File: config.mk
export PLATFORM = sky130hd
export DESIGN_NAME = tag_byte_read_write_control
export DESIGN_NICKNAME = d
export VERILOG_FILES = /design/src/common/tagrw_pkg.sv /design/src/common/timer_if.sv /design/src/logic/pulse_timer.sv /design/src/logic/tag_byte_read_write_control.sv
export SDC_FILE = /design/constraint.sdc
export NUM_CORES = 1
export LEC_CHECK = 0
export ABC_AREA = 1
export BUFFER_PORTS_ARGS = -buffer_cell sky130_fd_sc_hd__buf_4
export CORE_MARGIN = 2
export CORE_UTILIZATION = 31
export DETAILED_ROUTE_END_ITERATION = 8
export RECOVER_POWER = 25
export SYNTH_ARGS = -nofsm -noshare
export SYNTH_HDL_FRONTEND = slang
export SYNTH_SLANG_ARGS = --single-unit
File: constraint.sdc
create_clock -name I_CLOCK -period 1.97 [get_ports I_CLOCK]
set_input_delay 0.2955 -clock I_CLOCK [delete_from_list [all_inputs] [get_ports I_CLOCK]]
set_output_delay 0.2955 -clock I_CLOCK [all_outputs]
set_load 0.01 [all_outputs]
File: src/common/tagrw_pkg.sv
// Package: constants, switch codes and state type of the tag byte control block
package tagrw_pkg;

    // ==========================================================
    // Timing
    // ==========================================================
    localparam int unsigned CLK_HZ       = 40_000_000;
    localparam int unsigned CYC_PER_MS   = CLK_HZ / 1000;
    localparam int unsigned NORM_DLY_MS  = 3;
    localparam int unsigned OUT_SHORT_MS = 10;
    localparam int unsigned OUT_LONG_MS  = 50;
    localparam int unsigned CNT_W        = 24;

    localparam logic [CNT_W-1:0] NORM_DLY_CYC  = CNT_W'(NORM_DLY_MS * CYC_PER_MS);
    localparam logic [CNT_W-1:0] OUT_SHORT_CYC = CNT_W'(OUT_SHORT_MS * CYC_PER_MS);
    localparam logic [CNT_W-1:0] OUT_LONG_CYC  = CNT_W'(OUT_LONG_MS * CYC_PER_MS);

    // ==========================================================
    // Switch codes
    // ==========================================================
    localparam logic [1:0] OT_SHORT = 2'h0;
    localparam logic [1:0] OT_LONG  = 2'h1;
    localparam logic [1:0] WM_BYTE  = 2'h0;
    localparam logic [1:0] WM_SET   = 2'h1;
    localparam logic [1:0] WM_CLR   = 2'h2;

    // ==========================================================
    // Values
    // ==========================================================
    localparam logic [7:0] BYTE_ZERO  = 8'h00;
    localparam logic [7:0] CMP_MATCH  = 8'h01;
    localparam logic [7:0] CMP_DIFFER = 8'h80;

    typedef enum logic [2:0] {
        S_IDLE,
        S_RD,
        S_WR,
        S_CHK,
        S_WAIT3,
        S_OUT,
        S_HOLD
    } state_t;

endpackage : tagrw_pkg

File: src/common/timer_if.sv
// Interface: load, length and expiry of the shared countdown timer
`timescale 1ns/1ps
interface timer_if;
    import tagrw_pkg::*;
    logic             load;
    logic [CNT_W-1:0] len;
    logic             done;
    modport ctl (output load, output len, input done);
    modport tmr (input load, input len, output done);
endinterface : timer_if

File: src/logic/pulse_timer.sv
// Countdown timer used for the normal-end delay and the output time
`timescale 1ns/1ps
module pulse_timer (
    input  wire logic  i_clk,
    input  wire logic  i_rst,
    timer_if.tmr       t
);
    import tagrw_pkg::*;

    logic [CNT_W-1:0] cnt_q;

    always_ff @(posedge i_clk) begin
        if (i_rst) begin
            cnt_q <= '0;
        end else if (t.load) begin
            cnt_q <= t.len;
        end else if (cnt_q != '0) begin
            cnt_q <= cnt_q - CNT_W'(1);
        end
    end

    // Last counted cycle; the owner leaves its state on the next edge
    assign t.done = (cnt_q == CNT_W'(1));

endmodule : pulse_timer

File: src/logic/tag_byte_read_write_control.sv
// Tag byte read/write control: host pins, mode switches and tag access sequencing
// Function
// Plain read: read byte at switch address, drive it onto data outputs.
// After read data is shown, wait 3 ms, then pulse normal-end.
// Triggered mode: data outputs held until start input is next asserted.
// Self-triggered mode: data outputs kept until a later read gives data.
// Self-triggered mode: hold input forces all data outputs to zero.
// Failed read in either read mode pulses error-end for output time.
// Compare read: bit 0 on match, bit 7 on mismatch, output time.
// Every write is read back and confirmed; mismatch is a write failure.
// Whole-byte write stores the host byte at the switch address.
// Bit-set write sets tag bits whose host input is high.
// Bit-clear write clears tag bits whose host input is high.
// Successful write pulses normal-end for the output time.
// Failed write pulses error-end for the output time.
// Read or write chosen only by the host write-select line.
// Self mode: access once per tag entry; re-arm on leave or hold release.
// Triggered mode: start rise accesses at once; no tag gives error-end.
// Any reported error drives all data outputs to zero.
// Hold_until_cleared output time: ends held until hold or start input asserted.
// Host keeps write-select and data inputs stable during an access.
// Mode and time switches are sampled once after reset only.
//
// Strobed register access and the placing of the registers were left to the implementer.
`timescale 1ns/1ps
module tag_byte_read_write_control #(
    parameter logic [tagrw_pkg::CNT_W-1:0] P_NORM_DLY_CYC  = tagrw_pkg::NORM_DLY_CYC,
    parameter logic [tagrw_pkg::CNT_W-1:0] P_OUT_SHORT_CYC = tagrw_pkg::OUT_SHORT_CYC,
    parameter logic [tagrw_pkg::CNT_W-1:0] P_OUT_LONG_CYC  = tagrw_pkg::OUT_LONG_CYC
) (
    input  wire logic       I_CLOCK,
    input  wire logic       I_RST,
    // Switches
    input  wire logic [7:0] I_ADDR_SW,
    input  wire logic       I_SELF_TRIG_SW,
    input  wire logic [1:0] I_OUT_TIME_SW,
    input  wire logic       I_COMPARE_READ_SW,
    input  wire logic [1:0] I_WRITE_MODE_SW,
    // Host side
    input  wire logic [7:0] I_HOST_BYTE_IN,
    input  wire logic       I_WRITE_SELECT,
    input  wire logic       I_ACCESS_START_IN,
    input  wire logic       I_ACCESS_HOLD_IN,
    output logic      [7:0] O_CARRIER_DATA_OUT,
    output logic            O_NORMAL_END,
    output logic            O_ERROR_END,
    // Tag link
    input  wire logic       I_TAG_PRESENT,
    input  wire logic       I_TAG_ACK,
    input  wire logic       I_TAG_FAIL,
    input  wire logic [7:0] I_TAG_RDATA,
    output logic            O_TAG_REQ,
    output logic            O_TAG_WRITE,
    output logic      [7:0] O_TAG_ADDR,
    output logic      [7:0] O_TAG_WDATA
);
    import tagrw_pkg::*;

    // ==========================================================
    // Declarations
    // ==========================================================
    state_t     state_q;
    logic       cfg_pend_q;
    logic       self_q;
    logic [1:0] otime_q;
    logic       cmp_q;
    logic [1:0] wmode_q;
    logic       wsel_q;
    logic       start_prev_q;
    logic       hold_prev_q;
    logic       armed_q;
    logic [7:0] expect_q;
    logic [7:0] data_q;
    logic       normal_q;
    logic       error_q;
    logic       req_q;
    logic       wr_q;
    logic [7:0] addr_q;
    logic [7:0] wdata_q;

    logic       start_rise;
    logic       hold_fall;
    logic       cont;
    logic       go;
    logic       ok_c;
    logic       fail_c;
    logic       release_c;
    logic [7:0] merged;
    logic [CNT_W-1:0] out_len;

    timer_if tmr ();

    pulse_timer u_timer (
        .i_clk (I_CLOCK),
        .i_rst (I_RST),
        .t     (tmr.tmr)
    );

    // ==========================================================
    // Switch capture
    // ==========================================================
    // Captured one edge after reset release, never again
    always_ff @(posedge I_CLOCK) begin
        if (I_RST) begin
            cfg_pend_q <= 1'b1;
            self_q     <= 1'b0;
            otime_q    <= OT_SHORT;
            cmp_q      <= 1'b0;
            wmode_q    <= WM_BYTE;
        end else if (cfg_pend_q) begin
            cfg_pend_q <= 1'b0;
            self_q     <= I_SELF_TRIG_SW;
            otime_q    <= I_OUT_TIME_SW;
            cmp_q      <= I_COMPARE_READ_SW;
            wmode_q    <= I_WRITE_MODE_SW;
        end
    end

    // Codes 2 and 3 both hold the ends until released
    assign cont = (otime_q != OT_SHORT) && (otime_q != OT_LONG);
    assign out_len = (otime_q == OT_LONG) ? P_OUT_LONG_CYC : P_OUT_SHORT_CYC;

    // ==========================================================
    // Input edges and self-trigger arming
    // ==========================================================
    // Reset to the pins' idle level, so no false edge follows reset
    always_ff @(posedge I_CLOCK) begin
        if (I_RST) begin
            start_prev_q <= 1'b0;
            hold_prev_q  <= 1'b0;
        end else begin
            start_prev_q <= I_ACCESS_START_IN;
            hold_prev_q  <= I_ACCESS_HOLD_IN;
        end
    end

    assign start_rise = I_ACCESS_START_IN & ~start_prev_q;
    assign hold_fall  = hold_prev_q & ~I_ACCESS_HOLD_IN;

    // Launch disarms; tag absence or hold release re-arms; launch wins when both come in one cycle
    always_ff @(posedge I_CLOCK) begin
        if (I_RST) begin
            armed_q <= 1'b1;
        end else if (go && self_q) begin
            armed_q <= 1'b0;
        end else if (!I_TAG_PRESENT || hold_fall) begin
            armed_q <= 1'b1;
        end
    end

    // ==========================================================
    // Launch, completion and failure decisions
    // ==========================================================
    always_comb begin
        go        = 1'b0;
        release_c = 1'b0;
        ok_c      = 1'b0;
        fail_c    = 1'b0;
        if (!cfg_pend_q && (state_q == S_IDLE || state_q == S_HOLD)) begin
            if (self_q) begin
                go = armed_q && I_TAG_PRESENT && !I_ACCESS_HOLD_IN;
                release_c = I_ACCESS_HOLD_IN;
            end else begin
                go = start_rise && I_TAG_PRESENT;
                release_c = start_rise;
                fail_c = start_rise && !I_TAG_PRESENT;
            end
        end
        case (state_q)
            S_RD: begin
                fail_c = I_TAG_ACK && I_TAG_FAIL;
            end
            S_WR: begin
                fail_c = I_TAG_ACK && I_TAG_FAIL;
            end
            S_CHK: begin
                fail_c = I_TAG_ACK && (I_TAG_FAIL || I_TAG_RDATA != expect_q);
                ok_c   = I_TAG_ACK && !I_TAG_FAIL && I_TAG_RDATA == expect_q;
            end
            S_WAIT3: begin
                ok_c = tmr.done;
            end
            default: begin
            end
        endcase
    end

    // New tag byte from the current one and the host byte
    always_comb begin
        if (wmode_q == WM_SET) begin
            merged = I_TAG_RDATA | I_HOST_BYTE_IN;
        end else if (wmode_q == WM_CLR) begin
            merged = I_TAG_RDATA & ~I_HOST_BYTE_IN;
        end else begin
            merged = I_HOST_BYTE_IN;
        end
    end

    // ==========================================================
    // Sequencer and tag link
    // ==========================================================
    // Writes always read the byte first so that bit modes can merge
    always_ff @(posedge I_CLOCK) begin
        if (I_RST) begin
            state_q  <= S_IDLE;
            req_q    <= 1'b0;
            wr_q     <= 1'b0;
            addr_q   <= BYTE_ZERO;
            wdata_q  <= BYTE_ZERO;
            expect_q <= BYTE_ZERO;
            wsel_q   <= 1'b0;
        end else begin
            case (state_q)
                S_IDLE, S_HOLD: begin
                    if (release_c) begin
                        state_q <= S_IDLE;
                    end
                    if (go) begin
                        wsel_q  <= I_WRITE_SELECT;
                        addr_q  <= I_ADDR_SW;
                        req_q   <= 1'b1;
                        wr_q    <= 1'b0;
                        state_q <= S_RD;
                    end
                end
                S_RD: begin
                    if (I_TAG_ACK && !I_TAG_FAIL) begin
                        if (wsel_q) begin
                            expect_q <= merged;
                            wdata_q  <= merged;
                            wr_q     <= 1'b1;
                            state_q  <= S_WR;
                        end else begin
                            req_q   <= 1'b0;
                            state_q <= S_WAIT3;
                        end
                    end
                end
                S_WR: begin
                    if (I_TAG_ACK && !I_TAG_FAIL) begin
                        wr_q    <= 1'b0;
                        state_q <= S_CHK;
                    end
                end
                S_CHK: begin
                    // No link timeout: a silent tag leaves the sequencer here
                    if (I_TAG_ACK) begin
                        req_q <= 1'b0;
                    end
                end
                S_OUT: begin
                    if (tmr.done) begin
                        state_q <= S_IDLE;
                    end
                end
                default: begin
                end
            endcase
            // End decisions override any step taken by the case above
            if (ok_c || fail_c) begin
                req_q   <= 1'b0;
                wr_q    <= 1'b0;
                state_q <= cont ? S_HOLD : S_OUT;
            end
        end
    end

    // ==========================================================
    // Timer control
    // ==========================================================
    // One timer serves the 3 ms delay and the output time; they never overlap
    always_ff @(posedge I_CLOCK) begin
        if (I_RST) begin
            tmr.load <= 1'b0;
            tmr.len  <= '0;
        end else begin
            tmr.load <= 1'b0;
            if (state_q == S_RD && I_TAG_ACK && !I_TAG_FAIL && !wsel_q) begin
                tmr.load <= 1'b1;
                tmr.len  <= P_NORM_DLY_CYC;
            end else if ((ok_c || fail_c) && !cont) begin
                tmr.load <= 1'b1;
                tmr.len  <= out_len;
            end
        end
    end

    // ==========================================================
    // Host outputs
    // ==========================================================
    always_ff @(posedge I_CLOCK) begin
        if (I_RST) begin
            data_q   <= BYTE_ZERO;
            normal_q <= 1'b0;
            error_q  <= 1'b0;
        end else begin
            if (release_c && state_q == S_HOLD) begin
                normal_q <= 1'b0;
                error_q  <= 1'b0;
            end
            if (go && !self_q) begin
                data_q <= BYTE_ZERO;
            end
            if (state_q == S_RD && I_TAG_ACK && !I_TAG_FAIL && !wsel_q) begin
                // Host byte taken at the read ack; the host keeps it stable
                if (cmp_q) begin
                    data_q <= (I_TAG_RDATA == I_HOST_BYTE_IN) ? CMP_MATCH : CMP_DIFFER;
                end else begin
                    data_q <= I_TAG_RDATA;
                end
            end
            if (state_q == S_CHK && ok_c) begin
                data_q <= expect_q;
            end
            if (state_q == S_OUT && tmr.done) begin
                normal_q <= 1'b0;
                error_q  <= 1'b0;
                if (cmp_q && !wsel_q) begin
                    data_q <= BYTE_ZERO;
                end
            end
            if (ok_c) begin
                normal_q <= 1'b1;
            end
            if (fail_c) begin
                error_q <= 1'b1;
                data_q  <= BYTE_ZERO;
            end
            // Last, so hold forcing wins over read data of the same cycle
            if (self_q && I_ACCESS_HOLD_IN) begin
                data_q <= BYTE_ZERO;
            end
        end
    end

    assign O_CARRIER_DATA_OUT = data_q;
    assign O_NORMAL_END       = normal_q;
    assign O_ERROR_END        = error_q;
    assign O_TAG_REQ          = req_q;
    assign O_TAG_WRITE        = wr_q;
    assign O_TAG_ADDR         = addr_q;
    assign O_TAG_WDATA        = wdata_q;

endmodule : tag_byte_read_write_control

# --- After elaboration in Yosys (flattened, before gate mapping) ---
# Index checks and enable logic that the tools add are counted.
# Widths: inputs -> output; s select.
totals:
  register_bits: 88
  latch_bits: 0
  mem_bits_rw: 0
  romBits: 0
  inputBits: 38
  out_inout_bits: 28
  word_cells: 156
  mem_count: 0
classes:
  addsub: 1
  mul: 0
  n_div: 0
  order_cmp: 0
  eq_ne: 24
  n_shift: 0
  mux: 50
  bitwise: 7
  n_reduce_logical: 53
ops:
  columns: ["operator", "n"]
  rows:
  - ["$mux 8", 9]
  - ["$mux 24", 2]
  - ["$mux 17", 2]
  - ["$eq 24x1->1 const B", 1]
  - ["$reduce_bool 24->1", 1]
  - ["$sub 24x1->24 const B", 1]
  - ["$mux 1", 23]
  - ["$logic_and 1x1->1", 21]
  - ["$mux 21", 1]
  - ["$mux 3", 7]
  - ["$eq 8x8->1", 2]
  - ["$reduce_and 5->1", 3]
  - ["$ne 2x2->1 const B", 6]
  - ["$pmux 3 s4", 1]
  - ["$reduce_bool 3->1", 4]
  - ["$eq 3x3->1 const B", 3]
  - ["$and 8x8->8", 1]
  - ["$ne 8x8->1", 1]
  - ["$not 8->8", 1]
  - ["$or 8x8->8", 1]
  - ["$reduce_bool 2->1", 4]
  - ["$reduce_or 2->1", 4]
  - ["$logic_not 1->1", 7]
  - ["$eq 3x2->1 const B", 2]
  - ["18 further kinds", 27]

# --- Logic depth before layout (Yosys ltp) ---
depth:
  word_depth: 11
  mapped_depth: 14
  mapped_depth_nobuf: 14

# --- Modules after synthesis ---
# Synthesis repeated with hierarchy kept, for this count alone.
hier_totals:
  cells_unflattened: 685
  hier_area_um2: 4530.6
by_module_without_submodules:
  columns: ["module", "instances", "cells_each", "area_per_inst_um2", "seq_area_each_um2"]
  rows:
  - ["tag_byte_read_write_control", 1, 393, 2730.1, 1001.0]
  - ["pulse_timer", 1, 292, 1800.5, 480.5]

# --- Worst setup path before layout ---
# OpenSTA, ideal clock, no wires.
synth_timing:
  path_kind: "register to register"
  startpoint: "register u_timer.cnt_q[0]"
  endpoint: "register u_timer.cnt_q[18]"
  setup_ns: 0.132
  arrival_ns: 1.627
  required_ns: 1.838
  setup_slack_ns: 0.211
  path_stages_with_launch: 14
  cell_sequence: "dfxtp_1 > inv_1 > ha_1 > inv_1 > nor2_1 > inv_1 > nor2_1 > inv_1 > nor2_1 > inv_1 > o21ai_0 > inv_1 > o21ai_1 > a21oi_1"
synth_via:
  elab_chain_cells: 3
  elab_cells_between_ends: 5
  classes_between: "1 x add/sub; 2 x mux; 2 x reduce/logical"
synth_rtl:
  columns: ["element", "line", "text"]
  rows:
  - ["start: declaration", "pulse_timer.sv:10", "logic [CNT_W-1:0] cnt_q;"]
  - ["start signal: assignment", "pulse_timer.sv:16", "cnt_q <= t.len;"]
  - ["start signal: assignment", "pulse_timer.sv:18", "cnt_q <= cnt_q - CNT_W'(1);"]
  - ["$sub 24x1->24", "pulse_timer.sv:18", null]
  - ["$mux 24", "pulse_timer.sv:17", "end else if (cnt_q != '0) begin"]
  - ["$mux 24", "pulse_timer.sv:15", "end else if (t.load) begin"]
# Several ways; a longest one is shown, not always the timed one. The select of a mux whose other input is x is not followed.
# A chain may end at the register's enable or synchronous reset.

# --- Worst setup path after layout ---
layout_timing:
  startpoint: "register u_timer.cnt_q[3]"
  endpoint: "register u_timer.cnt_q[23]"
# The elaborated chain is that of the path after synthesis.

==> impl_metrics.ini <==
[worst_setup_path]
end_kind = register
crit_fanout = 4
cp.buffers_inverters = 0
crit_chain = nor2_1 > nand4_1 > nor2_2 > nand2_1 > nor2_1 > nand3_1 > nor2_2 > nand2_1 > o21ai_0 > a21oi_1
crit_family = simple AND/OR/NAND/NOR gates
startpoint_type = register
arrival_ps = 2040
required_ps = 2190
cp_slowest_cell = dfxtp_1
path_class = reg -> reg
critPathMaxStageDelay_ps = 330

[global_route]
gr-total-overflow = 0
grt_max_degree = 30
grt_pass1_vias = 3894
grt_use_met2 = 0.282
grt_pass1_wl_mm = 18.5
antenna_found_initial = 0
grt-busiest-layer = met2
track_usage = 0.163
grt.met1_usage = 0.194
met3_usage = 0.0417

[drt]
ant_nets = 0
drt-total-wl_mm = 11.4
dr.pass1.iters = 5
avgRoutedWirePerCell_um = 13.7
vias_per_cell = 4.87
drt-initial-drc-count = 217
vias = 4048
drc_errors = 0

[clock_network]
cts_tree = built
cts_buffers = 9
cts.sinks = 74
insertion_delay_ps = 330
h-tree-depth = 3
hold_buffers = 0
post_cts_resized = 0
clock_tree.root_cell = clkbuf_16
postCtsSetupBuffers = 0
clock_path_buffers = 2
path_clk_slew_ps = 60

[logic_synthesis]
syn_area_um2 = 4020
synth_edf_count = 0
synthTopCellsByArea = dfxtp_1 (37%), nand2_1 (8.7%), nor2_1 (8.7%), a21oi_1 (7.2%), ha_1 (5.9%)
yosys_warnings = 0
avgSynthCellArea_um2 = 7.02
synth_ff_type = dfxtp_1
async_flop_share = 0
ys_ff_latch = 74
synthesis.nets = 630
yosysSeqAreaShare = 0.368
synth_top_area_share = 0.368
synth_largest_area_cell = dfxtp_1
ys_types = 41
netlist_instances = 573

[floorplan]
die_area_um2 = 13900
start_util = 0.318
rows = 41
die_y_um = 118
pin_count = 66
die_x_um = 118
core_area_um2 = 12700

[timing]
min_period_ps = 1820
hold_viol = 0
drv_slew = 0
maxSlewHeadroom = 0.615
grt_setup_unrepaired = false
worst_clock_skew_ps = 6.66
fmax_mhz = 551
setup_viol = 0
finalCritPeriodShare = 0.921
final.setup.tns_ps = 0
worst_slew_pin_slew_ps = 575

[layout]
num_antenna_cells = 0
fin_area_um2 = 5110
num-nets-final = 711
syn_to_final_growth_pct = 26.9
n_fill_cell = 1324
drive_above_1_share = 0.193

[pwr]
clock_power_share = 0.246
ir_drop_v = 0.000543
p_int_uw = 4070
power_density_nw_per_um2 = 1360
switching_share = 0.413
leakage_uw = 0.00226
pwr-share-seq = 0.306
pwr-share-comb = 0.448
switchingPower_uw = 2860

[place]
numPortBuffers = 65
post-dp-hpwl_mm = 8.62
place_congestion = 0.907
place_area_um2 = 4800

[flow_run]
maxCapViolCount = 0

[min_path]
hp-class = in -> reg

[status]
status = complete, no violations
## synth_stat cells, types with 2 or more instances
library cell,n
xor2_1,6
o21ai_0,34
a211oi_1,10
nand2_2,4
buf_2,2
o21ai_1,8
o221a_2,6
dfxtp_1,74
nand3_1,33
xnor2_1,10
nor3_2,3
clkbuf_1,8
nor4_1,2
nor3_1,9
or2_2,2
nor2_2,2
inv_1,60
inv_2,7
nand4_1,9
clkinv_1,3
nand2_1,93
buf_1,2
a21oi_1,58
nor2_1,93
ha_1,19
## flip-flops by register name, summed over array words and instances, names as in the netlist
| name | count |
|---|---|
| wmode_q | 2 |
| cmp_q | 1 |
| armed_q | 1 |
| state_q | 3 |
| otime_q | 2 |
| O_TAG_WDATA | 8 |
| hold_prev_q | 1 |
| tmr.len | 7 |
| O_ERROR_END | 1 |
| u_timer.cnt_q | 24 |
| wsel_q | 1 |
| O_CARRIER_DATA_OUT | 8 |
| O_TAG_ADDR | 8 |
| start_prev_q | 1 |
| O_TAG_REQ | 1 |
| O_TAG_WRITE | 1 |
| tmr.load | 1 |
| self_q | 1 |
| cfg_pend_q | 1 |
| O_NORMAL_END | 1 |
## per-stage QoR
stage / util / worst slack (ps) / total power [µW] / hold slack, ps / instances
final: 0.403 / 155 / 6940 / 174 / 831
after detailed placement: 0.379 / 63.8 / 5110 / 457 / 815
after global placement: 0.379 / 109 / 5040 / 448 / 815
after floorplan: - / 211 / 4160 / 323 / 573
after global routing: 0.403 / 10.3 / 7440 / 210 / 831
after CTS: 0.403 / 24.8 / 6840 / 172 / 831
## kinds of logic (layout without fill, tap and decap cells)
family                     count (synthesis)  in the layout  synth area share
and+or+nand+nor                          254            254             0.272
AOI/OAI and AO/OA                        126            126             0.184
buffers and inverters                     84            170            0.0818
DFF                                       74             74             0.368
adders and majority gates                 19             19            0.0591
xor gates and xnor gates                  16             16            0.0348
## cell type report
| class | count | area [µm²] | share of cell area |
|---|---|---|---|
| clock buffers | 13 | 260 | 0.0510 |
| clock inverters | 3 | 46.3 | 0.00907 |
| inverters | 70 | 267 | 0.0522 |
| multi-input cells | 415 | 2270 | 0.444 |
| flip-flops and latches | 74 | 1490 | 0.291 |
| well taps | 172 | 215 | 0.0421 |
| repair buffers | 84 | 563 | 0.110 |
## path summary, 6_finish.rpt
kind                                       from                             end  slack (ps)  depth (start not counted)
setup / recovery  u_timer.cnt_q[3]$_SDFFE_PP0P_  u_timer.cnt_q[23]$_SDFFE_PP0P_         150                         10
hold / removal                I_ACCESS_START_IN         start_prev_q$_SDFF_PP0_         170                          3
setup reg to reg  u_timer.cnt_q[3]$_SDFFE_PP0P_  u_timer.cnt_q[23]$_SDFFE_PP0P_         150                         10
hold reg to reg         otime_q[0]$_SDFFE_PP0P_         otime_q[0]$_SDFFE_PP0P_         470                          2
## layer usage
layer	part of all wire	routed length, µm
met1	0.43	4880
met2	0.49	5600
met3	0.059	669
met4	0.018	204
met5	0	0
## power groups by stage
stage / Clock [µW] / Combinational (µW) / Sequential, µW
after floorplan: 0 / 2080 / 2080
after global placement: 0 / 2910 / 2130
after detailed placement: 0 / 2970 / 2130
after CTS: 1740 / 2990 / 2100
after global routing: 1810 / 3470 / 2160
final: 1710 / 3110 / 2120
## cell usage in the layout, fill, tap and decap left out, types with 2 or more instances in the layout
master / instances
clkbuf_16: 9
nor3_1: 8
nand3_1: 33
ha_1: 19
xnor2_1: 10
nor4_1: 2
clkbuf_8: 2
nand4_1: 9
dfxtp_1: 71
clkbuf_1: 20
nor2_1: 85
nand2_2: 3
nand2_1: 93
a211oi_1: 10
or2_2: 2
o21ai_0: 33
nor3_2: 4
clkinv_1: 2
clkinvlp_4: 2
inv_2: 9
dfxtp_2: 3
nand2_4: 2
xor2_1: 6
o221a_2: 6
nor2_2: 9
nor2_4: 2
inv_1: 58
buf_4: 66
o21ai_1: 9
a21oi_1: 58
## worst reg2reg max path: stages (launching register included)
cell and delay (ps):
dfxtp_1 330, nor2_1 160, nand4_1 170, nor2_2 150, nand2_1 90, nor2_1 170, nand3_1 170, nor2_2 150
nand2_1 80, o21ai_0 160, a21oi_1 50
No activity file was read; power rests on OpenSTA's default activity.
